### src/pcs_codec_regs.vh
// Constants for the 100 Mbps 4B/5B coding sublayer: code groups,
// line levels and reset values.
// Assumes it is included by bare name from each design file.
`ifndef PCS_CODEC_REGS_VH
`define PCS_CODEC_REGS_VH

// ------------------------
// Data code groups, nibble 0 through F
// ------------------------
`define PCS_CG_D0    5'h1e
`define PCS_CG_D1    5'h09
`define PCS_CG_D2    5'h14
`define PCS_CG_D3    5'h15
`define PCS_CG_D4    5'h0a
`define PCS_CG_D5    5'h0b
`define PCS_CG_D6    5'h0e
`define PCS_CG_D7    5'h0f
`define PCS_CG_D8    5'h12
`define PCS_CG_D9    5'h13
`define PCS_CG_DA    5'h16
`define PCS_CG_DB    5'h17
`define PCS_CG_DC    5'h1a
`define PCS_CG_DD    5'h1b
`define PCS_CG_DE    5'h1c
`define PCS_CG_DF    5'h1d

// ------------------------
// Control code groups
// ------------------------
`define PCS_CG_IDLE  5'h1f
`define PCS_CG_J     5'h18
`define PCS_CG_K     5'h11
`define PCS_CG_T     5'h0d
`define PCS_CG_R     5'h07

// Nibble shown for the start delimiter and for bad code groups
`define PCS_PRE_NIB  4'h5

// ------------------------
// MLT-3 level codes, two bits per line bit
// ------------------------
`define PCS_LVL_ZERO 2'h0
`define PCS_LVL_POS  2'h1
`define PCS_LVL_NEG  2'h3

// ------------------------
// Reset values
// ------------------------
`define PCS_SCR_SEED 11'h7ff

`endif

### src/fast_ethernet_pcs_4b5b_codec.v
// 100 Mbps coding sublayer: MII nibbles to scrambled MLT-3 code groups
// and back, with delimiter handling, error and collision signalling.
// Assumes the line clock arrives on a pin from the line side and the
// line symbol buses are stable around its rising edge.
`timescale 1ns/1ns
`include "pcs_codec_regs.vh"

// Overview of operation
// - One 5-bit code group per MII nibble
// - Idle code groups while transmit enable low
// - First two nibbles become J/K delimiter
// - Encode remaining nibbles while enable stays high
// - After enable drops send T/R, then idle
// - Nibbles 0 to 7 map per table
// - Nibbles 8 to F map per table
// - J always followed directly by K
// - T always followed directly by R
// - Received J/K becomes two preamble nibbles
// - Received preamble always passed to MAC
// - Scramble before MLT-3, descramble after
// - Invalid received code group within a frame raises receive error
// - Collision flag held while collision lasts
// - J is 11000, K is 10001
// - T is 01101, R is 00111
// - Invalid code group shows nibble 0101
// - Supply both MII clocks at 25 MHz
module fast_ethernet_pcs_4b5b_codec #(
  parameter [10:0] SCR_SEED = `PCS_SCR_SEED  // Transmit scrambler start state
) (
  // System clock and reset
  input  wire       clk_sys_in,
  input  wire       rst_in,
  // Line side
  input  wire       line_clk_in,
  input  wire [9:0] rx_line_in,
  output wire [9:0] tx_line_out,
  // MII transmit
  output wire       tx_clk_out,
  input  wire [3:0] txd_in,
  input  wire       tx_en_in,
  // MII receive
  output wire       rx_clk_out,
  output wire [3:0] rxd_out,
  output wire       rx_dv_out,
  output wire       rx_er_out,
  output wire       crs_out,
  output wire       col_out,
  // Configuration strap
  input  wire       full_duplex_in
);

  // ------------------------
  // State codes, one-hot
  // ------------------------
  localparam [3:0] TX_IDLE = 4'h1;  // Sending idle fill
  localparam [3:0] TX_K    = 4'h2;  // J sent, K owed
  localparam [3:0] TX_DATA = 4'h4;  // Encoding frame nibbles
  localparam [3:0] TX_R    = 4'h8;  // T sent, R owed
  localparam [3:0] RX_IDLE = 4'h1;  // Waiting for J
  localparam [3:0] RX_K    = 4'h2;  // J seen, expecting K
  localparam [3:0] RX_DATA = 4'h4;  // Decoding frame
  localparam [3:0] RX_R    = 4'h8;  // T seen, expecting R

  // ------------------------
  // Input synchronisers
  // ------------------------
  reg       lclk_s1_r;      // Line clock, first stage
  reg       lclk_s2_r;      // Line clock, second stage
  reg       lclk_s3_r;      // Line clock, edge history
  reg [3:0] txd_s1_r;       // Transmit nibble, first stage
  reg [3:0] txd_s2_r;       // Transmit nibble, second stage
  reg       txen_s1_r;      // Transmit enable, first stage
  reg       txen_s2_r;      // Transmit enable, second stage
  reg [9:0] rxl_s1_r;       // Received levels, first stage
  reg [9:0] rxl_s2_r;       // Received levels, second stage
  reg       fdx_s1_r;       // Duplex strap, first stage
  reg       fdx_s2_r;       // Duplex strap, second stage

  // Every pin but clock and reset passes two flops and only the second stage is read, except the line clock, whose third stage also feeds edge detection
  always @(posedge clk_sys_in) begin
    if (rst_in) begin
      lclk_s1_r <= 1'b0;
      lclk_s2_r <= 1'b0;
      lclk_s3_r <= 1'b0;
      txd_s1_r  <= 4'h0;
      txd_s2_r  <= 4'h0;
      txen_s1_r <= 1'b0;
      txen_s2_r <= 1'b0;
      rxl_s1_r  <= 10'h000;
      rxl_s2_r  <= 10'h000;
      fdx_s1_r  <= 1'b0;
      fdx_s2_r  <= 1'b0;
    end else begin
      lclk_s1_r <= line_clk_in;
      lclk_s2_r <= lclk_s1_r;
      lclk_s3_r <= lclk_s2_r;
      txd_s1_r  <= txd_in;
      txd_s2_r  <= txd_s1_r;
      txen_s1_r <= tx_en_in;
      txen_s2_r <= txen_s1_r;
      rxl_s1_r  <= rx_line_in;
      rxl_s2_r  <= rxl_s1_r;
      fdx_s1_r  <= full_duplex_in;
      fdx_s2_r  <= fdx_s1_r;
    end
  end

  // One symbol time per line clock rise
  wire line_rise = lclk_s2_r & ~lclk_s3_r;

  // ------------------------
  // Coding functions
  // ------------------------
  // Nibble to data code group
  function [4:0] enc4;
    input [3:0] n;
    begin
      case (n)
        4'h0:    enc4 = `PCS_CG_D0;
        4'h1:    enc4 = `PCS_CG_D1;
        4'h2:    enc4 = `PCS_CG_D2;
        4'h3:    enc4 = `PCS_CG_D3;
        4'h4:    enc4 = `PCS_CG_D4;
        4'h5:    enc4 = `PCS_CG_D5;
        4'h6:    enc4 = `PCS_CG_D6;
        4'h7:    enc4 = `PCS_CG_D7;
        4'h8:    enc4 = `PCS_CG_D8;
        4'h9:    enc4 = `PCS_CG_D9;
        4'ha:    enc4 = `PCS_CG_DA;
        4'hb:    enc4 = `PCS_CG_DB;
        4'hc:    enc4 = `PCS_CG_DC;
        4'hd:    enc4 = `PCS_CG_DD;
        4'he:    enc4 = `PCS_CG_DE;
        default: enc4 = `PCS_CG_DF;
      endcase
    end
  endfunction

  // Data code group to {valid, nibble}; controls and junk are not valid
  function [4:0] dec5;
    input [4:0] c;
    begin
      case (c)
        `PCS_CG_D0: dec5 = 5'h10;
        `PCS_CG_D1: dec5 = 5'h11;
        `PCS_CG_D2: dec5 = 5'h12;
        `PCS_CG_D3: dec5 = 5'h13;
        `PCS_CG_D4: dec5 = 5'h14;
        `PCS_CG_D5: dec5 = 5'h15;
        `PCS_CG_D6: dec5 = 5'h16;
        `PCS_CG_D7: dec5 = 5'h17;
        `PCS_CG_D8: dec5 = 5'h18;
        `PCS_CG_D9: dec5 = 5'h19;
        `PCS_CG_DA: dec5 = 5'h1a;
        `PCS_CG_DB: dec5 = 5'h1b;
        `PCS_CG_DC: dec5 = 5'h1c;
        `PCS_CG_DD: dec5 = 5'h1d;
        `PCS_CG_DE: dec5 = 5'h1e;
        `PCS_CG_DF: dec5 = 5'h1f;
        default:    dec5 = {1'b0, `PCS_PRE_NIB};
      endcase
    end
  endfunction

  // Additive scrambler, x^11 + x^9 + 1, bit 4 on the line first.
  // Returns {next state, output}; the same call descrambles.
  function [15:0] scr5;
    input [10:0] s;
    input [4:0]  d;
    reg   [10:0] st;
    reg   [4:0]  o;
    reg          k;
    integer      i;
    begin
      st = s;
      o  = 5'h00;
      for (i = 4; i >= 0; i = i - 1) begin
        k    = st[10] ^ st[8];
        o[i] = d[i] ^ k;
        st   = {st[9:0], k};
      end
      scr5 = {st, o};
    end
  endfunction

  // MLT-3 transmit: a one moves the level around 0,+,0,-.
  // State is {last nonzero was positive, level}; returns {state, levels}.
  function [12:0] mlt_tx;
    input [2:0] s;
    input [4:0] b;
    reg         dir;
    reg   [1:0] lv;
    reg   [9:0] o;
    integer     i;
    begin
      dir = s[2];
      lv  = s[1:0];
      o   = 10'h000;
      for (i = 4; i >= 0; i = i - 1) begin
        if (b[i]) begin
          if (lv == `PCS_LVL_ZERO) begin
            lv  = dir ? `PCS_LVL_NEG : `PCS_LVL_POS;
            dir = ~dir;
          end else begin
            lv = `PCS_LVL_ZERO;
          end
        end
        o[2*i +: 2] = lv;
      end
      mlt_tx = {dir, lv, o};
    end
  endfunction

  // MLT-3 receive: a one wherever the level changes
  function [4:0] mlt_rx;
    input [1:0] p;
    input [9:0] lv;
    reg   [1:0] prev;
    reg   [4:0] o;
    integer     i;
    begin
      prev = p;
      o    = 5'h00;
      for (i = 4; i >= 0; i = i - 1) begin
        o[i] = (lv[2*i +: 2] != prev);
        prev = lv[2*i +: 2];
      end
      mlt_rx = o;
    end
  endfunction

  // ------------------------
  // Transmit path
  // ------------------------
  reg [3:0]  tx_st_r;       // Transmit state
  reg [10:0] tx_scr_r;      // Scrambler state
  reg [2:0]  tx_mlt_r;      // MLT-3 direction and level
  reg [9:0]  tx_line_r;     // Line levels of the last symbol
  reg [3:0]  tx_st_nxt;     // Next transmit state
  reg [4:0]  tx_cg;         // Code group for this symbol time
  wire [15:0] tx_scr_res = scr5(tx_scr_r, tx_cg);
  wire [12:0] tx_mlt_res = mlt_tx(tx_mlt_r, tx_scr_res[4:0]);

  // Pick this symbol's code group; nibbles are taken as sampled
  always @* begin
    tx_st_nxt = tx_st_r;
    tx_cg     = `PCS_CG_IDLE;
    case (tx_st_r)
      TX_IDLE: begin
        if (txen_s2_r) begin
          tx_cg     = `PCS_CG_J;
          tx_st_nxt = TX_K;
        end else begin
          tx_cg     = `PCS_CG_IDLE;
        end
      end
      TX_K: begin
        // K follows J whatever the MAC does meanwhile
        tx_cg     = `PCS_CG_K;
        tx_st_nxt = TX_DATA;
      end
      TX_DATA: begin
        if (txen_s2_r) begin
          tx_cg     = enc4(txd_s2_r);
        end else begin
          tx_cg     = `PCS_CG_T;
          tx_st_nxt = TX_R;
        end
      end
      TX_R: begin
        tx_cg     = `PCS_CG_R;
        tx_st_nxt = TX_IDLE;
      end
      default: begin
        tx_st_nxt = TX_IDLE;
      end
    endcase
  end

  // One code group per line clock: scramble then MLT-3
  always @(posedge clk_sys_in) begin
    if (rst_in) begin
      tx_st_r   <= TX_IDLE;
      tx_scr_r  <= SCR_SEED;
      tx_mlt_r  <= {1'b0, `PCS_LVL_ZERO};
      tx_line_r <= 10'h000;
    end else if (line_rise) begin
      tx_st_r   <= tx_st_nxt;
      tx_scr_r  <= tx_scr_res[15:5];
      tx_mlt_r  <= tx_mlt_res[12:10];
      tx_line_r <= tx_mlt_res[9:0];
    end
  end

  wire tx_busy = (tx_st_r != TX_IDLE);

  // ------------------------
  // Receive path: MLT-3 decode, descramble, code group decode
  // ------------------------
  reg [3:0]  rx_st_r;       // Receive state
  reg [10:0] rx_scr_r;      // Descrambler state
  reg [1:0]  rx_prev_r;     // Last received level
  reg [5:0]  dec_data_r;    // Pending {dv, er, nibble}
  reg        dec_vld_r;     // Pending entry waits for the buffer
  wire [4:0]  rx_bits = mlt_rx(rx_prev_r, rxl_s2_r);
  wire [15:0] rx_dsc  = scr5(rx_scr_r, rx_bits);
  wire [4:0]  rx_cg   = rx_dsc[4:0];
  wire [4:0]  rx_dec  = dec5(rx_cg);
  // Out of lock the descrambler retrains, assuming idle was sent
  wire rx_train = (rx_st_r == RX_IDLE) & (rx_cg != `PCS_CG_IDLE) &
                  (rx_cg != `PCS_CG_J);
  wire buf_in_ready;        // Buffer can take the pending entry

  // Receive state machine, one step per line clock
  always @(posedge clk_sys_in) begin
    if (rst_in) begin
      rx_st_r    <= RX_IDLE;
      rx_scr_r   <= 11'h000;
      rx_prev_r  <= `PCS_LVL_ZERO;
      dec_data_r <= 6'h00;
      dec_vld_r  <= 1'b0;
    end else begin
      // Entry leaves once the buffer takes it
      if (dec_vld_r & buf_in_ready) begin
        dec_vld_r <= 1'b0;
      end
      if (line_rise) begin
        rx_prev_r <= rxl_s2_r[1:0];
        rx_scr_r  <= rx_train ? {rx_scr_r[5:0], ~rx_bits}
                              : rx_dsc[15:5];
        case (rx_st_r)
          RX_IDLE: begin
            if (rx_cg == `PCS_CG_J) begin
              // J shows as a preamble nibble
              dec_data_r <= {2'h2, `PCS_PRE_NIB};
              dec_vld_r  <= 1'b1;
              rx_st_r    <= RX_K;
            end
          end
          RX_K: begin
            if (rx_cg == `PCS_CG_K) begin
              dec_data_r <= {2'h2, `PCS_PRE_NIB};
              rx_st_r    <= RX_DATA;
            end else begin
              // Lone J: flag it and drop back
              dec_data_r <= {2'h3, `PCS_PRE_NIB};
              rx_st_r    <= RX_IDLE;
            end
            dec_vld_r <= 1'b1;
          end
          RX_DATA: begin
            if (rx_cg == `PCS_CG_T) begin
              rx_st_r <= RX_R;
            end else if (rx_cg == `PCS_CG_IDLE) begin
              // Idle without T/R ends carrier with one error beat
              dec_data_r <= {2'h1, 4'h0};
              dec_vld_r  <= 1'b1;
              rx_st_r    <= RX_IDLE;
            end else if (rx_dec[4]) begin
              dec_data_r <= {2'h2, rx_dec[3:0]};
              dec_vld_r  <= 1'b1;
            end else begin
              dec_data_r <= {2'h3, `PCS_PRE_NIB};
              dec_vld_r  <= 1'b1;
            end
          end
          RX_R: begin
            // R ends the stream; anything else also ends it, flagged
            if (rx_cg != `PCS_CG_R) begin
              dec_data_r <= {2'h1, 4'h0};
              dec_vld_r  <= 1'b1;
            end
            rx_st_r <= RX_IDLE;
          end
          default: begin
            rx_st_r <= RX_IDLE;
          end
        endcase
      end
    end
  end

  wire rx_carrier = (rx_st_r != RX_IDLE);

  // ------------------------
  // Receive buffer between decoder and MII output
  // ------------------------
  wire [5:0] buf_out_data;  // Oldest {dv, er, nibble}
  wire       buf_out_valid; // Buffer holds an entry

  // Absorbs the phase between decode and the next MII clock; a stall
  // holds the decoder's pending entry rather than dropping it
  pcs_buf2 #(
    .W (6)
  ) u_rx_buf (
    .clk_sys_in    (clk_sys_in),
    .rst_in        (rst_in),
    .in_data_in    (dec_data_r),
    .in_valid_in   (dec_vld_r),
    .in_ready_out  (buf_in_ready),
    .out_data_out  (buf_out_data),
    .out_valid_out (buf_out_valid),
    .out_ready_in  (line_rise)
  );

  // ------------------------
  // MII outputs, all registered
  // ------------------------
  reg       mii_clk_r;      // Shared transmit and receive clock
  reg [3:0] rxd_r;          // Receive nibble
  reg       rx_dv_r;        // Receive data valid
  reg       rx_er_r;        // Receive error
  reg       crs_r;          // Carrier sense
  reg       col_r;          // Collision

  // Both MII clocks follow the line symbol clock, so nibble and code
  // group rates match; 25 MHz when the line runs at 125 Mbaud
  always @(posedge clk_sys_in) begin
    if (rst_in) begin
      mii_clk_r <= 1'b0;
      rxd_r     <= 4'h0;
      rx_dv_r   <= 1'b0;
      rx_er_r   <= 1'b0;
      crs_r     <= 1'b0;
      col_r     <= 1'b0;
    end else begin
      mii_clk_r <= lclk_s2_r;
      if (line_rise) begin
        if (buf_out_valid) begin
          rx_dv_r <= buf_out_data[5];
          rx_er_r <= buf_out_data[4];
          rxd_r   <= buf_out_data[3:0];
        end else begin
          rx_dv_r <= 1'b0;
          rx_er_r <= 1'b0;
          rxd_r   <= 4'h0;
        end
      end
      // Transmit adds to carrier only in half duplex
      crs_r <= rx_carrier | (~fdx_s2_r & tx_busy);
      // Follows the overlap cycle by cycle, so it lasts as long
      col_r <= ~fdx_s2_r & tx_busy & rx_carrier;
    end
  end

  assign tx_clk_out  = mii_clk_r;
  assign rx_clk_out  = mii_clk_r;
  assign rxd_out     = rxd_r;
  assign rx_dv_out   = rx_dv_r;
  assign rx_er_out   = rx_er_r;
  assign crs_out     = crs_r;
  assign col_out     = col_r;
  assign tx_line_out = tx_line_r;

endmodule // fast_ethernet_pcs_4b5b_codec

### src/pcs_buf2.v
// Two-entry buffer with valid and ready on both sides.
// Assumes one clock, synchronous active-high reset.
`timescale 1ns/1ns
`include "pcs_codec_regs.vh"

module pcs_buf2 #(
  parameter W = 6
) (
  // Clock and reset
  input  wire         clk_sys_in,
  input  wire         rst_in,
  // Fill side
  input  wire [W-1:0] in_data_in,
  input  wire         in_valid_in,
  output wire         in_ready_out,
  // Drain side
  output wire [W-1:0] out_data_out,
  output wire         out_valid_out,
  input  wire         out_ready_in
);

  reg [W-1:0] mem_r [0:1];  // Storage entries
  reg         wr_ptr_r;     // Next entry to write
  reg         rd_ptr_r;     // Next entry to read
  reg [1:0]   count_r;      // Entries held

  wire push = in_valid_in & in_ready_out;
  wire pop  = out_valid_out & out_ready_in;

  // Full and empty straight from the count, no look-ahead
  assign in_ready_out  = (count_r != 2'h2);
  assign out_valid_out = (count_r != 2'h0);
  assign out_data_out  = mem_r[rd_ptr_r];

  // ------------------------
  // Pointer and count update
  // ------------------------
  always @(posedge clk_sys_in) begin
    if (rst_in) begin
      wr_ptr_r <= 1'b0;
      rd_ptr_r <= 1'b0;
      count_r  <= 2'h0;
    end else begin
      if (push) begin
        mem_r[wr_ptr_r] <= in_data_in;
        wr_ptr_r        <= ~wr_ptr_r;
      end
      if (pop) begin
        rd_ptr_r <= ~rd_ptr_r;
      end
      // Simultaneous push and pop leave the count alone
      if (push & ~pop) begin
        count_r <= count_r + 2'h1;
      end else if (pop & ~push) begin
        count_r <= count_r - 2'h1;
      end
    end
  end

endmodule // pcs_buf2

### config.mk
export PLATFORM = sky130hd
export DESIGN_NAME = fast_ethernet_pcs_4b5b_codec
export DESIGN_NICKNAME = d
export VERILOG_FILES = /design/src/fast_ethernet_pcs_4b5b_codec.v /design/src/pcs_buf2.v
export VERILOG_INCLUDE_DIRS = /design/src
export SDC_FILE = /design/constraint.sdc
export NUM_CORES = 1
export LEC_CHECK = 0
export ABC_AREA = 0
export BUFFER_PORTS_ARGS = -buffer_cell sky130_fd_sc_hd__buf_2
export CORE_UTILIZATION = 60
export DETAILED_ROUTE_END_ITERATION = 8
export PLACE_DENSITY_LB_ADDON = 0.05
export SKIP_CTS_REPAIR_TIMING = 1
export SYNTH_ARGS = -nofsm -noshare
export SYNTH_HDL_FRONTEND = slang
export SYNTH_SLANG_ARGS = --single-unit
export TNS_END_PERCENT = 100
### constraint.sdc
create_clock -name clk_sys_in -period 4 [get_ports clk_sys_in]
set_input_delay 1 -clock clk_sys_in [delete_from_list [all_inputs] [get_ports clk_sys_in]]
set_output_delay 1 -clock clk_sys_in [all_outputs]
set_load 0.05 [all_outputs]
# Word-level counts from Yosys, hierarchy flattened
# Memory sizes are Yosys's and may differ from the RTL's. A register that Yosys moved wholly into a read port is not among the register bits.
# Cells that the tools add are included.
op_classes:
  addsub: 2
  n_mul: 0
  div: 0
  magnitude_cmp: 0
  n_eq_ne: 29
  n_shift: 0
  n_mux: 61
  bitwise: 42
  reduce_logical: 11
op_table:
  columns: ["cell", "count"]
  rows:
  - ["$mux 2", 17]
  - ["$mux 4", 7]
  - ["$mux 6", 4]
  - ["$pmux 4 s3", 2]
  - ["$pmux 6 s4", 1]
  - ["$mux 1", 22]
  - ["$mux 5", 4]
  - ["$pmux 5 s4", 1]
  - ["$xor 1x1->1", 20]
  - ["$eq 5x5->1 const B", 3]
  - ["$not 1->1", 11]
  - ["$logic_not 2->1", 5]
  - ["$ne 2x2->1", 5]
  - ["$ne 2x2->1 const B", 5]
  - ["$ne 5x5->1 const B", 2]
  - ["$and 1x1->1", 9]
  - ["$eq 4x1->1 const B", 2]
  - ["$eq 4x2->1 const B", 2]
  - ["$eq 4x3->1 const B", 2]
  - ["$eq 4x4->1 const B", 2]
  - ["$ne 4x1->1 const B", 2]
  - ["$mux 3", 2]
  - ["$reduce_and 3->1", 2]
  - ["$eq 5x4->1 const B", 1]
  - ["11 further kinds", 12]
word_totals:
  regBits: 95
  latch_bits: 0
  ram_bits: 12
  mem_bits_ro: 240
  in_bits: 19
  output_inout_bits: 20
  wordCells: 175
  memories: 3
memory_table:
  columns: ["memory", "depth", "width", "read_ports", "rd_ports_with_merged_regs", "wr", "line", "source"]
  rows:
  - ["(no name shown)", 32, 5, 1, 0, 0, "fast_ethernet_pcs_4b5b_codec.v:143", "case (c)"]
  - ["(no name shown)", 16, 5, 1, 1, 0, "fast_ethernet_pcs_4b5b_codec.v:118", "case (n)"]
  - ["u_rx_buf.mem_r", 2, 6, 1, 1, 1, "pcs_buf2.v:22", "reg [W-1:0] mem_r [0:1];"]

# Depth between registers and ports, before layout
# Gate-level depths: netlist (run 1).
depth:
  word_depth: 16
  ltp_mapped: 19
  ltp_nobuf: 18

# Cells and area by module
# From an unflattened synthesis (run 1), not the netlist that was laid out.
hier_totals:
  hier_cells: 556
  area_unflattened_um2: 5149.9
modules_own_cells:
  columns: ["mod", "instances", "cells_per_inst", "area_each_um2", "seq_area_each_um2"]
  rows:
  - ["fast_ethernet_pcs_4b5b_codec", 1, 510, 4490.6, 1881.8]
  - ["pcs_buf2", 1, 46, 659.4, 460.4]

# Least setup slack after synthesis (run 1)
# Ideal clock, no wire load.
synth_timing:
  path_kind: "flip-flop to flip-flop"
  start: "register tx_st_r[0]"
  end: "register tx_mlt_r[2]"
  setup_time_ps: 86
  arrival_time_ps: 3473
  required_time_ps: 3914
  slack_ps: 441
  stages_incl_launch_ff: 15
  n_path_buf: 1
  synth_period_minus_slack_ps: 3559
  path_cell_list: "dfxtp_1 clkbuf_1 nor2_2 nand3_1 a22oi_4 mux2_2 ha_1 mux2_2 ha_1 mux2_2 ha_1 mux2_2 ha_1 mux2i_1 a211oi_1"
synth_between:
  elab_chain_len: 16
  word_cells_on_any_way: 37
  cone_classes: "eq/ne: 4; mux: 20; bitwise: 9; reduce/logical: 4"
synth_rtl:
  columns: ["element", "line", "source"]
  rows:
  - ["start, declared", "fast_ethernet_pcs_4b5b_codec.v:235", "reg [3:0] tx_st_r;"]
  - ["start signal, assigned", "fast_ethernet_pcs_4b5b_codec.v:288", "tx_st_r <= tx_st_nxt;"]
  - ["$eq 4x4->1 (tied with other cells)", "fast_ethernet_pcs_4b5b_codec.v:248", "case (tx_st_r)"]
  - ["$pmux 5 s4 *", "fast_ethernet_pcs_4b5b_codec.v:248", null]
  - ["$xor 1x1->1", "fast_ethernet_pcs_4b5b_codec.v:179", "o[i] = d[i] ^ k;"]
  - ["$mux 2 / $mux 1 (equally long branches)", "fast_ethernet_pcs_4b5b_codec.v:200", "if (b[i]) begin"]
  - ["$logic_not 2->1 (no source line) (tied with other cells)", null, null]
  - ["$mux 2 / $mux 1 (equally long branches)", "fast_ethernet_pcs_4b5b_codec.v:201", "if (lv == `PCS_LVL_ZERO) begin"]
  - ["$mux 2 / $mux 1 (equally long branches)", "fast_ethernet_pcs_4b5b_codec.v:200", null]
  - ["$logic_not 2->1 (no source line) (tied with other cells)", null, null]
  - ["$mux 2 / $mux 1 (equally long branches)", "fast_ethernet_pcs_4b5b_codec.v:201", null]
  - ["$mux 2 / $mux 1 (equally long branches)", "fast_ethernet_pcs_4b5b_codec.v:200", null]
  - ["$logic_not 2->1 (no source line) (tied with other cells)", null, null]
  - ["$mux 2 / $mux 1 (equally long branches)", "fast_ethernet_pcs_4b5b_codec.v:201", null]
  - ["$mux 2 / $mux 1 (equally long branches)", "fast_ethernet_pcs_4b5b_codec.v:200", null]
  - ["$logic_not 2->1 (no source line) / $not 1->1 (equally long branches)", null, null]
  - ["$mux 1", "fast_ethernet_pcs_4b5b_codec.v:201", null]
  - ["$mux 1 *", "fast_ethernet_pcs_4b5b_codec.v:200", null]
  - ["end signal, assigned", "fast_ethernet_pcs_4b5b_codec.v:285", "tx_mlt_r <= {1'b0, `PCS_LVL_ZERO};"]
  - ["end signal, assigned", "fast_ethernet_pcs_4b5b_codec.v:290", "tx_mlt_r <= tx_mlt_res[12:10];"]
  - ["end, declared", "fast_ethernet_pcs_4b5b_codec.v:237", "reg [2:0] tx_mlt_r;"]
# Mark *: on every way between the ends. The rest lies on a longest branch, timed or not.
# A chain may end at the register's enable or synchronous reset.

# Worst setup path in the final report (run 1)
layout_timing:
  start: "register tx_st_r[3]"
  end: "register tx_mlt_r[2]"
# The elaborated chain is that of the path after synthesis.

==> metrics.md, run 1 <==
| Metric | Value |
|---|---|
| Status | finished, final reports clean |
| Clock Path Buffers | 2 |
| Biggest area consumer among synthesized cells | dfxtp_1 |
| Synth top area cells | dfxtp_1 39%, edfxtp_1 7.2%, nand2_1 4.9% |
| Mapped Cells | 552 |
| Fin nets | 608 |
| Synth Register Bits | 111 |
| M3 GR Usage | 4.47% |
| Worst path cell trace | and2b_1 -> a21o_2 -> a22oi_4 -> mux2_2 -> ha_1 -> mux2_2 -> ha_1 -> mux2_2 -> ha_1 -> mux2_2 -> ha_1 -> mux2i_1 -> a211oi_1 |
| Worst-path clk slew | 100 ps |
| Number of synthesized flops with an enable pin | 12 |
| Final Hold Viols | 0 |
| CTS Sinks | 111 |
| Area Overhead vs Synth | 9.10% |
| Final ANT Viol Nets | 0 |
| Worst skew pair latency | 370 ps |
| Fill cell total of the finished layout | 684 |
| Total GRT Usage | 21.7% |
| CP arrival | 4070 ps |
| Leakage | 2.19 nW |
| ANT cells | 0 |
| Asr flop ratio synth | 0% |
| Drt drc | 0 |
| Mapped Area | 5030 sq um |
| Setup TNS | 0 ps |
| Worst rel slew slack | 26.6% |
| Synth Area in XOR/XNOR | 5.72% |
| Period minus WS final | 3790 ps |
| Worst Setup Start Kind | register |
| R2r worst-path depth | 13 |
| Vias in the first global route | 3346 |
| Via count | 3761 |
| H-tree depth | 3 |
| Dpl ws | 147 ps |
| Die height | 93.6 um |
| Avg Cell Area, Syn | 9.11 sq um |
| CTS tree | built |
| Final worst path period share | 94.8% |
| Synth Area in Adders | 2.24% |
| Grt ovf | 0 |
| Worst Hold Depth | 1 |
| First-pass GRT wire length | 15.0 mm |
| Avg Vias per Cell | 5.45 |
| Pwr/cell area | 402 nW/um^2 |
| Crit Path Category | register to register |
| CP max-delay cell | dfxtp_1 |
| Post-Route WL | 9.05 mm |
| Share of cells above drive strength 1 | 14.7% |
| # placed instances | 672 |
| Post-route insts no fill | 690 |
| Synth unique cells | 62 |
| 1st-pass router iterations | 4 |
| Critical path origin | tx_st_r[3] |
| Fmax | 264 MHz |
| Post-place instance area | 5280 sq um |
| Worst hold path class | register to register |
| Most frequent cells in the layout | 98 x dfxtp_1, 66 x nand2_1, 53 x nor2_1 |
| M1 GR Usage | 28.3% |
| Largest family of logic cells by synthesized area | simple AND/OR/NAND/NOR gates |
| CTS Buf Count | 9 |
| Post-Synth Simple-Gate Area | 22.5% |
| Commonest non-fill, non-tap cell in the layout | dfxtp_1 |
| Slew at the pin closest to its max-slew limit | 1100 ps |
| Die width | 93.6 um |
| Full die area | 8750 sq um |
| CP Data Required Time | 4280 ps |
| CP max FO | 7 |
| Met2 Track Usage GR | 36.2% |
| Seq/Total Area, Yosys | 46.6% |
| HP Start | rxl_s1_r[8] |
| Core Rows | 33 |
| Syn nets | 580 |
| Number of top-level pins | 39 |
| Slack of the critical path | 209 ps |
| Mux contribution to synthesized area | 4.63% |
| Cell area after layout | 5490 sq um |
| Initial antenna violation count | 0 |
| GPL Wtd Cong | 0.879 |
| Largest net degree at the start of global routing | 70 |
| Critical Path End Type | register |
| Post-synthesis compound-gate area fraction | 15.0% |
| DR WL/cell | 13.1 um |
| VDD IR max | 236 uV |
| Max stage delay on crit path | 400 ps |
| Root buffer cell | clkbuf_8 |
| Synth top area share | 39.4% |
| Core area | 8180 sq um |
| Final setup vio count | 0 |
| Grt peak-use layer | met2 |
| Clk_skew | 11.3 ps |
| Port buffer count | 38 |
| Yosys Warn Count | 0 |
| Crit Reg-Reg Startpoint | tx_st_r[3] |
| Starting Density | 61.5% |
| DRT iter0 DRCs | 140 |
| Final Max Tran Viols | 0 |
| Synth Flop Type | dfxtp_1 |
| Max_cap viols | 0 |
| Dpl hpwl | 6.37 mm |
| RSZ-0062 raised after global routing | false |
## cell usage after synthesis (4+ instances only)
library cell,n
mux2i_1,9
nor2_1,53
dfxtp_1,99
mux2_2,10
and2_1,4
inv_1,11
a211oi_1,5
o21ai_0,16
o211ai_1,5
nor2b_1,37
a22oi_1,10
a211o_1,6
xor2_1,10
ha_1,9
nand3_1,11
or3_1,7
clkbuf_1,23
nand3b_1,9
edfxtp_1,12
xnor2_1,21
nand2_1,66
nor3_1,10
a21oi_1,38
nand2b_1,9
nand4_1,5
## where the power goes
group          internal (W)  total, W  leakage [nW]  switching [W]
clock network      0.000285  0.000639        0.0921       0.000354
registers           0.00116   0.00118         0.920      0.0000210
logic              0.000168  0.000392          1.18       0.000225
total               0.00161   0.00221          2.19       0.000600
## sequential cells by signal (all words and copies together), names as in the netlist, 2 cells and up, named ones only
signal            count
u_rx_buf.mem_r       12
rx_scr_r             11
tx_scr_r             11
rxl_s1_r             10
rxl_s2_r             10
tx_line_out           8
dec_data_r            6
rx_st_r               4
rxd_out               4
tx_st_r               4
txd_s1_r              4
tx_mlt_r              3
rx_prev_r             2
u_rx_buf.count_r      2
## stage by stage
| step | utilization [%] | total power (W) | hold slack (ps) |
|---|---|---|---|
| final | 67.1 | 0.00221 | 443 |
| after global routing | 67.1 | 0.00233 | 456 |
| after CTS | 66.9 | 0.00222 | 444 |
| after detailed placement | 64.6 | 0.00159 | 420 |
| after global placement | 64.6 | 0.00158 | 418 |
| after floorplan | - | 0.00151 | 414 |
## routing by layer
| metal | part of all wire, % | vias to the layer above | routed length [um] |
|---|---|---|---|
| met5 | 0 | - | 0 |
| met4 | 1.2 | 0 | 108 |
| met3 | 3.9 | 11 | 355 |
| met2 | 46 | 70 | 4160 |
| met1 | 49 | 1709 | 4420 |
| li1 | - | 1971 | - |
## final cells by class
| cell class | instances | area [sq um] | area share, % |
|---|---|---|---|
| clock buffers | 9 | 124 | 2.26 |
| flip-flops and latches | 111 | 2340 | 42.7 |
| well taps | 105 | 131 | 2.39 |
| clock inverters | 7 | 62.6 | 1.14 |
| repair buffers | 47 | 258 | 4.70 |
| multi-input cells | 400 | 2530 | 46.1 |
| inverters | 11 | 41.3 | 0.752 |
## final timing paths
path | to | slack (ps)
max reg2reg | tx_mlt_r[2] | 210
max | tx_mlt_r[2] | 210
min | rxl_s2_r[8] | 440
min reg2reg | rxl_s2_r[8] | 440
## cell families (layout without fill, tap and decap cells)
group	Yosys count	in the layout
simple gates	227	227
compound gates	111	111
flops	111	111
buf+inv	41	74
xor+xnor	32	32
mux	21	21
fa+ha+maj	9	9
## worst max-delay path: cells and delay by family, from the launching register on
family | cells | cell delay (ps)
multiplexers | 5 | 1270
adder cells (fa/ha/maj) | 4 | 1090
AO/OA/AOI/OAI | 3 | 700
flip-flops | 1 | 400
AND/OR/NAND/NOR | 1 | 230
Note: power is estimated with default switching activity, not from simulation.
==> inputs of run 2 (changes only) <==
- CORE_ASPECT_RATIO: default -> 0.8
- TNS_END_PERCENT: 100 -> 50
- clock period: 4 -> 3.5 ns (I/O delays scaled with it)
==> run 2 against run 1 <==
  * Sequential share of layout area shrank 2.3 points
  * Global-route usage grew 1.6 points
  * Final cell count grew 3.3%
  * First-iteration DRC count up 66%
  * Via count grew 4.4%
  * Critical endpoint unchanged
  * Largest cell class unchanged
  * The flow now finishes with violations (negative setup slack)
  * Critical path type unchanged
  * Non-clock buffer count up 20
  * Clock power grew 21%
  * Maximum frequency rose by 5.3%
  * Clock-buffer cell count unchanged
  * Final area up 5.7%
  * Flip-flop and latch count did not move
==> metrics.md, run 2 (same netlist as run 1, synthesis figures left out) <==
| Metric | Value |
|---|---|
| Status | finished with violations |
| Failing checks | negative setup slack |
| Clk_skew | 8.48 ps |
| H-tree depth | 3 |
| Total GRT Usage | 23.2% |
| CP max FO | 4 |
| Vias in the first global route | 3597 |
| Slew at the pin closest to its max-slew limit | 930 ps |
| First-pass GRT wire length | 16.3 mm |
| CTS tree | built |
| Setup TNS | -101 ps |
| Fin util | 72.3% |
| Starting Density | 62.7% |
| 1st-pass router iterations | 4 |
| Worst hold path class | register to register |
| Max_cap viols | 0 |
| Avg Vias per Cell | 5.51 |
| Post-route insts no fill | 713 |
| Cell area after layout | 5800 sq um |
| Number of flip-flops in the largest register | 12 |
| Final Hold Viols | 0 |
| Top Registers | u_rx_buf.mem_r (12), rx_scr_r (11), tx_scr_r (11) |
| Fmax | 278 MHz |
| VDD IR max | 415 uV |
| CTS Buf Count | 9 |
| Full die area | 8760 sq um |
| Post-place instance area | 5480 sq um |
| Core area | 8020 sq um |
| Largest net degree at the start of global routing | 101 |
| Port buffer count | 38 |
| Initial antenna violation count | 0 |
| Root buffer cell | clkbuf_8 |
| Core Rows | 29 |
| Grt ovf | 0 |
| Drt drc | 0 |
| Pwr/cell area | 472 nW/um^2 |
| # placed instances | 694 |
| Worst rel slew slack | 37.9% |
| Final setup vio count | 1 |
| Leakage | 2.34 nW |
| CTS Sinks | 111 |
| Final worst path period share | 103% |
| Biggest register | u_rx_buf.mem_r |
| Dpl hpwl | 6.75 mm |
| DR WL/cell | 13.7 um |
| CP Data Required Time | 3780 ps |
| Slack of the critical path | -101 ps |
| Final ANT Viol Nets | 0 |
| Share of cells above drive strength 1 | 20.5% |
| Final Max Tran Viols | 0 |
| Number of top-level pins | 39 |
| Worst Setup Start Kind | register |
| Area Overhead vs Synth | 15.3% |
| Clock Path Buffers | 2 |
| DRT iter0 DRCs | 232 |
| ANT cells | 0 |
| Worst skew pair latency | 380 ps |
| Crit Path Category | register to register |
| Via count | 3926 |
| RSZ-0062 raised after global routing | true |
| Fin nets | 628 |
| Die width | 104 um |
| CP arrival | 3890 ps |
| Worst-path clk slew | 100 ps |
| Period minus WS final | 3600 ps |
| Tot Pwr | 0.00274 W |
| Critical Path End Type | register |
| Die height | 83.9 um |
| Commonest non-fill, non-tap cell in the layout | dfxtp_1 |
| GPL Wtd Cong | 0.826 |
| Most frequent cells in the layout | 97 x dfxtp_1, 66 x nand2_1, 51 x nor2_1 |
| Post-Route WL | 9.74 mm |
run 2: changes by cell type in the layout (fill, tap and decap cells not counted), sizes merged:
cell and change:
buf +20, clkinv -3, inv +3
run 2: area by class of cell:
| type | count | area [sq um] |
|---|---|---|
| repair buffers | 67 | 420 |
| inverters | 11 | 41.3 |
| clock buffers | 9 | 124 |
| well taps | 108 | 135 |
| clock inverters | 7 | 77.6 |
| multi-input cells | 400 | 2660 |
| flip-flops and latches | 111 | 2340 |
| fillers | 633 | 2220 |
run 2: metrics by stage:
step	hold WS (ps)	worst slack, ps
after floorplan	414	9.46
final	443	-101
after global placement	416	-13.9
after detailed placement	424	-135
after global routing	467	-173
after CTS	448	-143
run 2: metal layers:
layer	up-vias	GRT usage, %	part of all wire (%)
li1	2008	-	-
met1	1814	30.8	49
met2	85	37.0	46
met3	19	5.54	3.6
met4	0	8.31	1.8
met5	-	0	0
run 2: critical path, stage by stage, from the launching register on:
cell      delay, ps
dfxtp_2         360
and2b_2         250
a21o_4          210
a22oi_4         190
mux2_4          350
ha_4            240
mux2_4          290
ha_4            210
mux2_4          280
ha_4            210
mux2_4          290
ha_4            260
mux2i_1          60
a211oi_1        310
run 2: worst paths after layout:
| kind | end | cells past startpoint | slack, ps | start |
|---|---|---|---|---|
| worst max-delay path | tx_mlt_r[2] | 13 | -100 | tx_st_r[3] |
| worst min-delay path | rxl_s2_r[6] | 1 | 440 | rxl_s1_r[6] |
| worst max register to register | tx_mlt_r[2] | 13 | -100 | tx_st_r[3] |
| worst min register to register | rxl_s2_r[6] | 1 | 440 | rxl_s1_r[6] |
run 2: power breakdown:
| part | switching, W | total [W] | internal (W) |
|---|---|---|---|
| registers | 0.0000231 | 0.00134 | 0.00132 |
| clock network | 0.000435 | 0.000775 | 0.000340 |
| logic | 0.000321 | 0.000619 | 0.000298 |
